[config.mk]
export PLATFORM = sky130hd
export DESIGN_NAME = cic_core_interrupt_control
export DESIGN_NICKNAME = d
export VERILOG_FILES = /design/src/core/cic_pkg.sv /design/src/core/cic_core_interrupt_control.sv
export SDC_FILE = /design/constraint.sdc
export NUM_CORES = 1
export LEC_CHECK = 0
export BUFFER_PORTS_ARGS = -buffer_cell sky130_fd_sc_hd__buf_2
export CAP_MARGIN = 0
export CORE_MARGIN = 1.5
export CORE_UTILIZATION = 30
export CTS_CLUSTER_DIAMETER = 80
export DETAILED_ROUTE_END_ITERATION = 7
export GPL_TIMING_DRIVEN = 0
export PLACE_DENSITY = 0.52
export REMOVE_ABC_BUFFERS = 1
export SLEW_MARGIN = 20
export SYNTH_ARGS = -nofsm -noshare
export SYNTH_HDL_FRONTEND = slang
export SYNTH_SLANG_ARGS = --single-unit
[constraint.sdc]
create_clock -name mclk_in -period 4.9 [get_ports mclk_in]
set_clock_uncertainty 0.1 [all_clocks]
set_input_delay 0.245 -clock mclk_in [delete_from_list [all_inputs] [get_ports mclk_in]]
set_output_delay 0.245 -clock mclk_in [all_outputs]
set_load 0.01 [all_outputs]
[src/core/cic_pkg.sv]
/*
  cic_pkg: constants and carrier types of the core interrupt control block.
  Assumes byte addressing on a 32-bit classic Wishbone bus and a core that
  runs one instruction cycle per four clocks, phase Q1 first.
*/
package cic_pkg;

  // register byte offsets
  localparam logic [7:0] ADR_CTRL = 8'h00; // irq_control_reg
  localparam logic [7:0] ADR_PEN1 = 8'h04; // periph_enable_reg_1
  localparam logic [7:0] ADR_PEN2 = 8'h08; // periph_enable_reg_2
  localparam logic [7:0] ADR_PFL1 = 8'h0c; // periph_flag_reg_1
  localparam logic [7:0] ADR_PFL2 = 8'h10; // periph_flag_reg_2
  localparam logic [7:0] ADR_EDGE = 8'h14; // edge configuration

  // irq_control_reg field positions
  localparam int B_GLOB_EN  = 7;
  localparam int B_GROUP_EN = 6;
  localparam int B_T0E      = 5;
  localparam int B_PIN_EN   = 4;
  localparam int B_RBE      = 3;
  localparam int B_T0F      = 2;
  localparam int B_PIN_FLG  = 1;
  localparam int B_RBF      = 0;
  localparam int B_EDGE = 0; // ext_edge_select in edge configuration
  localparam int B_CCP2 = 0; // only bit of the second periph pair

  // reset values
  localparam logic [7:0]  RST_BYTE = 8'h00;
  localparam logic        RST_BIT  = 1'b0;
  localparam logic [31:0] RD_ZERO  = 32'h0000_0000;

  // vector and instruction-cycle phases
  localparam logic [12:0] IRQ_VECTOR = 13'h0004;
  localparam logic [1:0]  PH_Q1      = 2'h0;
  localparam logic [1:0]  PH_Q4      = 2'h3;
  localparam logic [1:0]  PH_STEP    = 2'h1;

  // vectoring sequence, one-hot
  typedef enum logic [2:0] {
    ST_RUN   = 3'b001,
    ST_FLUSH = 3'b010,
    ST_FETCH = 3'b100
  } cic_state_t;

  // synchronous event pulses from the peripherals
  typedef struct packed {
    logic       timer0;
    logic       port_change;
    logic [7:0] periph1;
    logic       periph2;
  } cic_events_t;

  // commands to the core sequencer
  typedef struct packed {
    logic        flush;
    logic        push;
    logic        load;
    logic        wake;
    logic [12:0] push_pc;
    logic [12:0] vector;
  } cic_core_t;

endpackage

[src/core/cic_core_interrupt_control.sv]
/*
  cic_core_interrupt_control: twelve flag/enable pairs, global and
  peripheral-group gating, the vectoring sequence, external pin edge
  detect, sleep wake and return-from-irq handling.
  Assumes one clock, a synchronous active-high reset, a core that
  honours flush/push/load and pops the stack itself on return_from_irq.
*/
`timescale 1ns/100ps
`default_nettype none
module cic_core_interrupt_control
  import cic_pkg::*;
(
  input  wire logic        mclk_in,
  input  wire logic        reset_in,
  input  wire logic        ce_in,
  input  wire logic        wb_cyc_in,
  input  wire logic        wb_stb_in,
  input  wire logic        wb_we_in,
  input  wire logic [7:0]  wb_adr_in,
  input  wire logic [3:0]  wb_sel_in,
  input  wire logic [31:0] wb_dat_in,
  output logic      [31:0] wb_dat_out,
  output logic             wb_ack_out,
  input  wire cic_events_t ev_in,
  input  wire logic        ext_pin_in,
  input  wire logic [12:0] pc_in,
  input  wire logic        return_from_irq_in,
  input  wire logic        sleep_in,
  output cic_core_t        core_out,
  output logic      [1:0]  phase_out
);

  logic [7:0]  ctrl_r;
  logic [7:0]  ctrl_nxt;
  logic [7:0]  pen1_r;
  logic        pen2_r;
  logic [7:0]  pfl1_r;
  logic [7:0]  pfl1_nxt;
  logic        pfl2_r;
  logic        pfl2_nxt;
  logic        edge_sel_r;
  logic [1:0]  phase_r;
  logic        ext_s1_r;
  logic        ext_s2_r;
  logic        ext_s3_r;
  logic        ext_edge;
  logic        ack_r;
  logic [31:0] rdat_r;
  logic        wake_hold_r;
  cic_state_t  state_r;
  cic_core_t   core_r;
  logic        bus_req;
  logic        wr_en;
  logic        periph_req;
  logic        pend;
  logic        glob_en_eff;
  logic        take;

  // address match for one register; the low byte lane is checked in wr_en, not here
  function automatic logic hit(input logic [7:0] adr, input logic [7:0] off);
    hit = (adr == off);
  endfunction

  // a write lands on the edge at which the master sees ack, where a classic cycle ends
  assign bus_req    = wb_cyc_in & wb_stb_in & ~ack_r;
  assign wr_en      = wb_cyc_in & wb_stb_in & ack_r & wb_we_in & wb_sel_in[0] & ce_in;
  assign wb_ack_out = ack_r;
  assign wb_dat_out = rdat_r;
  assign core_out   = core_r;
  assign phase_out  = phase_r;

  // instruction-cycle phase, Q1..Q4
  always_ff @(posedge mclk_in) begin
    if (reset_in) begin
      phase_r <= PH_Q1;
    end else if (ce_in) begin
      phase_r <= phase_r + PH_STEP;
    end
  end

  // pin is asynchronous: two flops, then a third for the edge compare
  always_ff @(posedge mclk_in) begin
    if (reset_in) begin
      ext_s1_r <= RST_BIT;
      ext_s2_r <= RST_BIT;
      ext_s3_r <= RST_BIT;
    end else if (ce_in) begin
      ext_s1_r <= ext_pin_in;
      ext_s2_r <= ext_s1_r;
      ext_s3_r <= ext_s2_r;
    end
  end

  // edge pick by ext_edge_select
  assign ext_edge = edge_sel_r ? (ext_s2_r & ~ext_s3_r) : (~ext_s2_r & ext_s3_r);

  // pending level, group enable gates the periph pairs
  assign periph_req = ctrl_r[B_GROUP_EN] & ((|(pen1_r & pfl1_r)) | (pen2_r & pfl2_r));
  assign pend = (ctrl_r[B_T0E] & ctrl_r[B_T0F])
              | (ctrl_r[B_PIN_EN] & ctrl_r[B_PIN_FLG])
              | (ctrl_r[B_RBE] & ctrl_r[B_RBF])
              | periph_req;

  // a return in this cycle already counts as enabled
  assign glob_en_eff = ctrl_r[B_GLOB_EN] | return_from_irq_in;

  // sampled once per instruction cycle at Q1, whatever instruction runs;
  // the core aborts a two-cycle instruction, so latency stays fixed
  assign take = ce_in & (state_r == ST_RUN) & (phase_r == PH_Q1) & glob_en_eff
              & pend & ~sleep_in & ~wake_hold_r;

  // control register: software write, then hardware, sets win over clears, except take clearing the global enable over a return
  always_comb begin
    ctrl_nxt = ctrl_r;
    if (wr_en && hit(wb_adr_in, ADR_CTRL)) begin
      ctrl_nxt = wb_dat_in[7:0];
    end
    if (return_from_irq_in) begin
      ctrl_nxt[B_GLOB_EN] = 1'b1;
    end
    if (take) begin
      ctrl_nxt[B_GLOB_EN] = 1'b0;
    end
    if (ev_in.timer0) begin
      ctrl_nxt[B_T0F] = 1'b1;
    end
    if (ext_edge) begin
      ctrl_nxt[B_PIN_FLG] = 1'b1;
    end
    if (ev_in.port_change) begin
      ctrl_nxt[B_RBF] = 1'b1;
    end
  end

  // peripheral flags, events set them regardless of enables
  always_comb begin
    pfl1_nxt = pfl1_r;
    pfl2_nxt = pfl2_r;
    if (wr_en && hit(wb_adr_in, ADR_PFL1)) begin
      pfl1_nxt = wb_dat_in[7:0];
    end
    if (wr_en && hit(wb_adr_in, ADR_PFL2)) begin
      pfl2_nxt = wb_dat_in[B_CCP2];
    end
    pfl1_nxt = pfl1_nxt | ev_in.periph1;
    pfl2_nxt = pfl2_nxt | ev_in.periph2;
  end

  // all enables and flags clear on any reset
  always_ff @(posedge mclk_in) begin
    if (reset_in) begin
      ctrl_r <= RST_BYTE;
      pfl1_r <= RST_BYTE;
      pfl2_r <= RST_BIT;
    end else if (ce_in) begin
      ctrl_r <= ctrl_nxt;
      pfl1_r <= pfl1_nxt;
      pfl2_r <= pfl2_nxt;
    end
  end

  // enable and edge configuration registers
  always_ff @(posedge mclk_in) begin
    if (reset_in) begin
      pen1_r     <= RST_BYTE;
      pen2_r     <= RST_BIT;
      edge_sel_r <= RST_BIT;
    end else if (wr_en) begin
      if (hit(wb_adr_in, ADR_PEN1)) begin
        pen1_r <= wb_dat_in[7:0];
      end
      if (hit(wb_adr_in, ADR_PEN2)) begin
        pen2_r <= wb_dat_in[B_CCP2];
      end
      if (hit(wb_adr_in, ADR_EDGE)) begin
        edge_sel_r <= wb_dat_in[B_EDGE];
      end
    end
  end

  // bus answer one clock after the request; unmapped reads give zero
  always_ff @(posedge mclk_in) begin
    if (reset_in) begin
      ack_r  <= RST_BIT;
      rdat_r <= RD_ZERO;
    end else if (ce_in) begin
      ack_r  <= bus_req;
      rdat_r <= RD_ZERO;
      if (bus_req) begin
        unique case (wb_adr_in)
          ADR_CTRL: rdat_r[7:0] <= ctrl_r;
          ADR_PEN1: rdat_r[7:0] <= pen1_r;
          ADR_PEN2: rdat_r[B_CCP2] <= pen2_r;
          ADR_PFL1: rdat_r[7:0] <= pfl1_r;
          ADR_PFL2: rdat_r[B_CCP2] <= pfl2_r;
          ADR_EDGE: rdat_r[B_EDGE] <= edge_sel_r;
          default:  rdat_r <= RD_ZERO;
        endcase
      end
    end
  end

  // wake is not gated by the global enable; the flag and that enable decide
  // whether the core vectors afterwards
  always_ff @(posedge mclk_in) begin
    if (reset_in) begin
      wake_hold_r <= RST_BIT;
    end else if (ce_in) begin
      if (sleep_in && pend) begin
        wake_hold_r <= 1'b1;
      end else if (!sleep_in && phase_r == PH_Q1) begin
        wake_hold_r <= 1'b0; // instruction after sleep runs this cycle
      end
    end
  end

  // vectoring: flush in the take cycle, push and load at its Q4,
  // fetch the vector next cycle, execute the cycle after
  always_ff @(posedge mclk_in) begin
    if (reset_in) begin
      state_r <= ST_RUN;
    end else if (ce_in) begin
      unique case (state_r)
        ST_RUN: begin
          if (take) begin
            state_r <= ST_FLUSH;
          end
        end
        ST_FLUSH: begin
          if (phase_r == PH_Q4) begin
            state_r <= ST_FETCH;
          end
        end
        ST_FETCH: begin
          if (phase_r == PH_Q4) begin
            state_r <= ST_RUN;
          end
        end
      endcase
    end
  end

  // core commands; only the pc is pushed, the upper latch is never
  // touched here, so software must save it
  always_ff @(posedge mclk_in) begin
    if (reset_in) begin
      core_r <= '0;
    end else if (ce_in) begin
      core_r.flush  <= take;
      core_r.push   <= (state_r == ST_FLUSH) && (phase_r == PH_Q4);
      core_r.load   <= (state_r == ST_FLUSH) && (phase_r == PH_Q4);
      core_r.wake   <= sleep_in & pend;
      core_r.vector <= IRQ_VECTOR;
      if (take) begin
        core_r.push_pc <= pc_in;
      end
    end
  end
endmodule
`default_nettype wire

**After elaboration in Yosys (flattened, before gate mapping)**

Cells that the tools add are included.
Widths: inputs -> output; s select.

- Add/sub/neg operators: 1
- Multiply operators: 0
- Divide/modulo/power cells: 0
- Magnitude comparators: 0
- Equality and inequality tests: 12
- Shifts and indexed selects: 0
- Muxes and demuxes: 18
- Bitwise logic cells: 33
- Reductions and logical operators: 26

Operator list:

| operator | number |
|---|---|
| $mux 8 | 3 |
| $pmux 7 s3 | 1 |
| $and 1x1->1 | 20 |
| $reduce_and 2->1 | 10 |
| $eq 8x4->1 const B | 2 |
| $eq 8x5->1 const B | 2 |
| $mux 1 | 9 |
| $mux 3 | 3 |
| $pmux 3 s3 | 1 |
| $and 8x8->8 | 1 |
| $eq 8x3->1 const B | 1 |
| $logic_not 8->1 | 1 |
| $or 8x8->8 | 1 |
| $reduce_bool 2->1 | 4 |
| $reduce_or 8->1 | 1 |
| $logic_and 1x1->1 | 6 |
| $ne 2x2->1 const B | 3 |
| $or 1x1->1 | 6 |
| $pmux 1 s6 | 1 |
| $not 1->1 | 5 |
| $reduce_and 4->1 | 1 |
| $eq 3x1->1 const B | 1 |
| $eq 3x2->1 const B | 1 |
| $eq 3x3->1 const B | 1 |
| 5 further kinds | 5 |

- Bits in registers: 86
- Latch bits: 0
- Memory bits (writable): 0
- Memory bits (read-only): 0
- Memories: 0

**Longest topological paths before layout**

- Depth after elaboration: 10
- Depth in mapped cells: 8
- Depth with buffers taken out: 7

**Least setup slack after synthesis**

Ideal clock, no wire load.

- Kind: input-to-reg
- Start: input port wb_adr_in[1]
- End: register ctrl_r[7]
- Library setup time: 116 ps
- Data arrival time: 1706 ps
- Setup slack: 2978 ps
- Stages: 5
- Path through: or4_4 > nor3_4 > nand3_4 > mux2_4 > o211a_1

- Cells in the longest elaborated chain, start to end: 4

RTL lines:

| element | RTL line | text |
|---|---|---|
| from (decl) | cic_core_interrupt_control.sv:19 | `input wire logic [7:0] wb_adr_in,` |
| $logic_not 8->1 | cic_core_interrupt_control.sv:61 | `hit = (adr == off);` |
| $logic_and 1x1->1 | cic_core_interrupt_control.sv:115 | `if (wr_en && hit(wb_adr_in, ADR_CTRL)) begin` |
| $reduce_bool 3->1 (no source line) | - |  |
| $reduce_and 2->1 (no source line) | - |  |
| to (signal assigned) | cic_core_interrupt_control.sv:156 | `ctrl_r <= ctrl_nxt;` |
| to (decl) | cic_core_interrupt_control.sv:33 | `logic [7:0] ctrl_r;` |

No other way between the ends.
A chain may end at the register's enable or synchronous reset.

**Final worst setup path**

- Start: input port ce_in
- End: register core_r, in the netlist core_out[23]

- Cells in the longest elaborated chain, start to end: 7

RTL lines:

| element | RTL line | text |
|---|---|---|
| from (decl) | cic_core_interrupt_control.sv:15 | `input wire logic ce_in,` |
| $and 1x1->1 (3 in a row) | cic_core_interrupt_control.sv:109 | `assign take = ce_in & (state_r == ST_RUN) & (phase_r == PH_Q1) & glob_en_eff` |
| $and 1x1->1 (3 in a row) | cic_core_interrupt_control.sv:110 | `& pend & ~sleep_in & ~wake_hold_r;` |
| $reduce_and 2->1 (no source line) (*) | - |  |
| to (decl) | cic_core_interrupt_control.sv:51 | `cic_core_t core_r;` |

Mark *: on every way between the ends. The rest lies on a longest branch, timed or not.

==> results.md <==
- H-tree depth: 3
- 1st-iter DRT viols: 110
- CTS tree: yes
- Slew HR: 0.338
- Minimum clock period: 2580 ps
- Filler Cells Inserted: 1112
- Post-Synthesis Cell Area: 0.00313 sq mm
- Buf/Inv on CP: 1
- # clock sinks: 62
- Slew @ Worst Pin: 990 ps
- Placed cells: 555
- Post-synth top area cell: dfxtp_1
- Max-cap viol count: 0
- Root buf cell: clkbuf_8
- WP data required: 5000 ps
- Vias in the first global route: 2577
- Row cnt: 37
- Detailed Routing Iterations Pass 1: 4
- Slowest CP cell: nor4_4
- Top cell by count, worst path: nand2_1
- Top-Level Pins: 142
- Cell breakdown of the critical path: buf_2, nand2_1, nor4_4, nand2_1, o31ai_1, a21oi_1
- Final GP Congestion: 0.719
- Total GRT Usage: 0.154
- Port Buffers: 78
- Top post-synthesis cells by area: dfxtp_1, mux2i_1, buf_4
- CTS clk-pin slew, worst paths: 70 ps
- Most frequent cells in the layout: buf_2, dfxtp_1, nor2_1, a21oi_1, mux2i_1
- Final #Nets: 509
- Core area: 0.0102 sq mm
- Sum of negative setup slack: 0 ps
- Die area: 0.0110 sq mm
- Die W: 105 um
- Starting density of the core: 0.306
- CTS buffer count: 9
- Hold_sp: ext_pin_in
- Die Ht: 105 um
- Routed WL per cell: 14.2 um
- CP startpoint kind: input pin
- PostCTS Resize Cnt: 0
- Syn_area_per_cell: 8.66 sq um
- Most used DFF post-synth: dfxtp_1
- Worst vdd ir: 0.136 mV
- Status: completed
- Data arrival time of the critical path: 2680 ps
- Sequential element share of the synthesized area: 0.397
- Most common cell after layout, fill and taps aside: buf_2
- Post-synthesis cell type count: 41
- Final WL: 8100 um
- Post-Syn Instances: 361
- Max-slew violations: 0
- Warnings from Yosys: 0
- HP Class: in2reg
- Crit path max fanout: 29
- Setup bufs post-CTS: 0
- Post-synthesis async set-or-reset flop share: 0
- Worst setup startpoint: ce_in
- First-pass GRT wire length: 13200 um
- Clk buf depth: 2
- DP HPWL: 5450 um
- CP delay by family, top: simple AND/OR/NAND/NOR gates
- Area Growth Syn to Fin: 18.0%
- Residual DRC: 0
- Antenna-violating nets left: 0
- Unrepaired setup endpoints after global routing: false
- Final hold vios: 0
- Seq cells post-synth: 62
- Static Leak: 1.70 nW
- Crit-path max cell delay: 710 ps
- Fmax: 0.388 GHz
- Vias: 2692
- Ratio of cells with drive above 1 in the final layout: 0.248
- Hold Buf Count CTS: 0
- WS Path Type: in2reg
- CP Capture Type: flip-flop
- Final Cycle Share: 0.526
- Synth top area share: 0.397
- PD cells: 293 mW/mm^2
- Final cell count without fillers: 571
- Largest net degree at the start of global routing: 58
- Initial antenna violation count: 0
- Post-synth EDFFs: 0
- Total gr overflow: 0
- Vias per inst: 4.71
- Antenna cell count: 0
- Skew-Pair Late Insertion Delay: 350 ps
- Final setup viols: 0
- FF-to-FF Start: phase_out[0]$_SDFFE_PP0P_
-- metal layers --
layer  wire length [um]  vias to the layer above  global-route usage
met5                  0                        -                   0
li1                   -                     1348                   -
met4                 86                        0              0.0450
met1               3620                     1246               0.190
met2               3880                       90               0.250
met3                524                        8              0.0561
-- area by class of cell --
| class | count | area [sq um] | area share |
|---|---|---|---|
| Clock buffer | 12 | 155 | 0.0420 |
| Inverter | 5 | 18.8 | 0.00508 |
| Clock inverter | 4 | 45.0 | 0.0122 |
| Tap cell | 136 | 170 | 0.0461 |
| Multi-Input combinational cell | 273 | 1660 | 0.450 |
| Sequential cell | 62 | 1240 | 0.336 |
| Timing Repair Buffer | 79 | 400 | 0.108 |
-- tightest hold or removal path, delay by kind of cell --
| kind | cells | cell delay (ps) |
|---|---|---|
| AND/OR/NAND/NOR | 1 | 70 |
| multiplexers | 1 | 50 |
| buffers and inverters | 1 | 80 |
-- synthesized netlist by cell type (3+ instances only) --
master	count
a21oi_1	43
a22oi_1	3
buf_1	3
buf_4	38
clkbuf_1	14
dfxtp_1	62
inv_1	5
mux2i_1	37
nand2_1	35
nand3_1	7
nand4_1	3
nor2_1	44
o2111ai_1	13
o21ai_0	10
o31ai_1	13
-- metrics by stage --
| step | setup WS [ps] | hold slack (ps) | utilization | power (mW) | area [sq um] |
|---|---|---|---|---|---|
| after floorplan | 2620 | 214 | - | 0.578 | 2900 |
| after global placement | 1410 | 339 | 0.339 | 0.627 | 3460 |
| after detailed placement | 1860 | 336 | 0.341 | 0.630 | 3490 |
| after CTS | 2160 | 16.7 | 0.360 | 1.10 | 3690 |
| after global routing | 2080 | 24.3 | 0.361 | 1.13 | 3690 |
| final | 2320 | 37.6 | 0.361 | 1.08 | 3690 |
-- state kept, by name (all words and copies together) (netlist names) --
name,cells
wake_hold_r,1
ext_s3_r,1
wb_dat_out,8
ctrl_r,8
wb_ack_out,1
phase_out,2
pfl1_r,8
core_out,17
ext_s2_r,1
pen1_r,8
state_r,3
pen2_r,1
ext_s1_r,1
edge_sel_r,1
pfl2_r,1
-- logic make-up (layout without fill, tap and decap cells) --
kind of cell | after synthesis | in the layout | synth area share
simple gates | 105 | 105 | 0.159
compound gates | 89 | 89 | 0.179
flops | 62 | 62 | 0.397
buf+inv | 61 | 100 | 0.119
mux | 40 | 40 | 0.134
fa+ha+maj | 2 | 2 | 0.00800
other cells | 1 | 36 | 0.00120
xor+xnor | 1 | 1 | 0.00280
-- power by group --
part | switching, mW | leakage [nW] | internal [mW] | total (mW)
clock network | 0.202 | 0.106 | 0.260 | 0.463
registers | 0.00865 | 0.503 | 0.514 | 0.523
logic | 0.0610 | 1.09 | 0.0340 | 0.0950
-- worst paths after layout --
| check | end | slack [ps] | cells past startpoint |
|---|---|---|---|
| worst min register to register | wb_dat_out[5]$_SDFFE_PP0P_ | 350 | 2 |
| worst min-delay path | ext_s1_r$_SDFFE_PP0P_ | 40 | 3 |
| worst max register to register | core_out[23]$_SDFFE_PP0P_ | 2320 | 7 |
| worst max-delay path | core_out[23]$_SDFFE_PP0P_ | 2320 | 6 |
No activity file was read; power rests on OpenSTA's default activity.
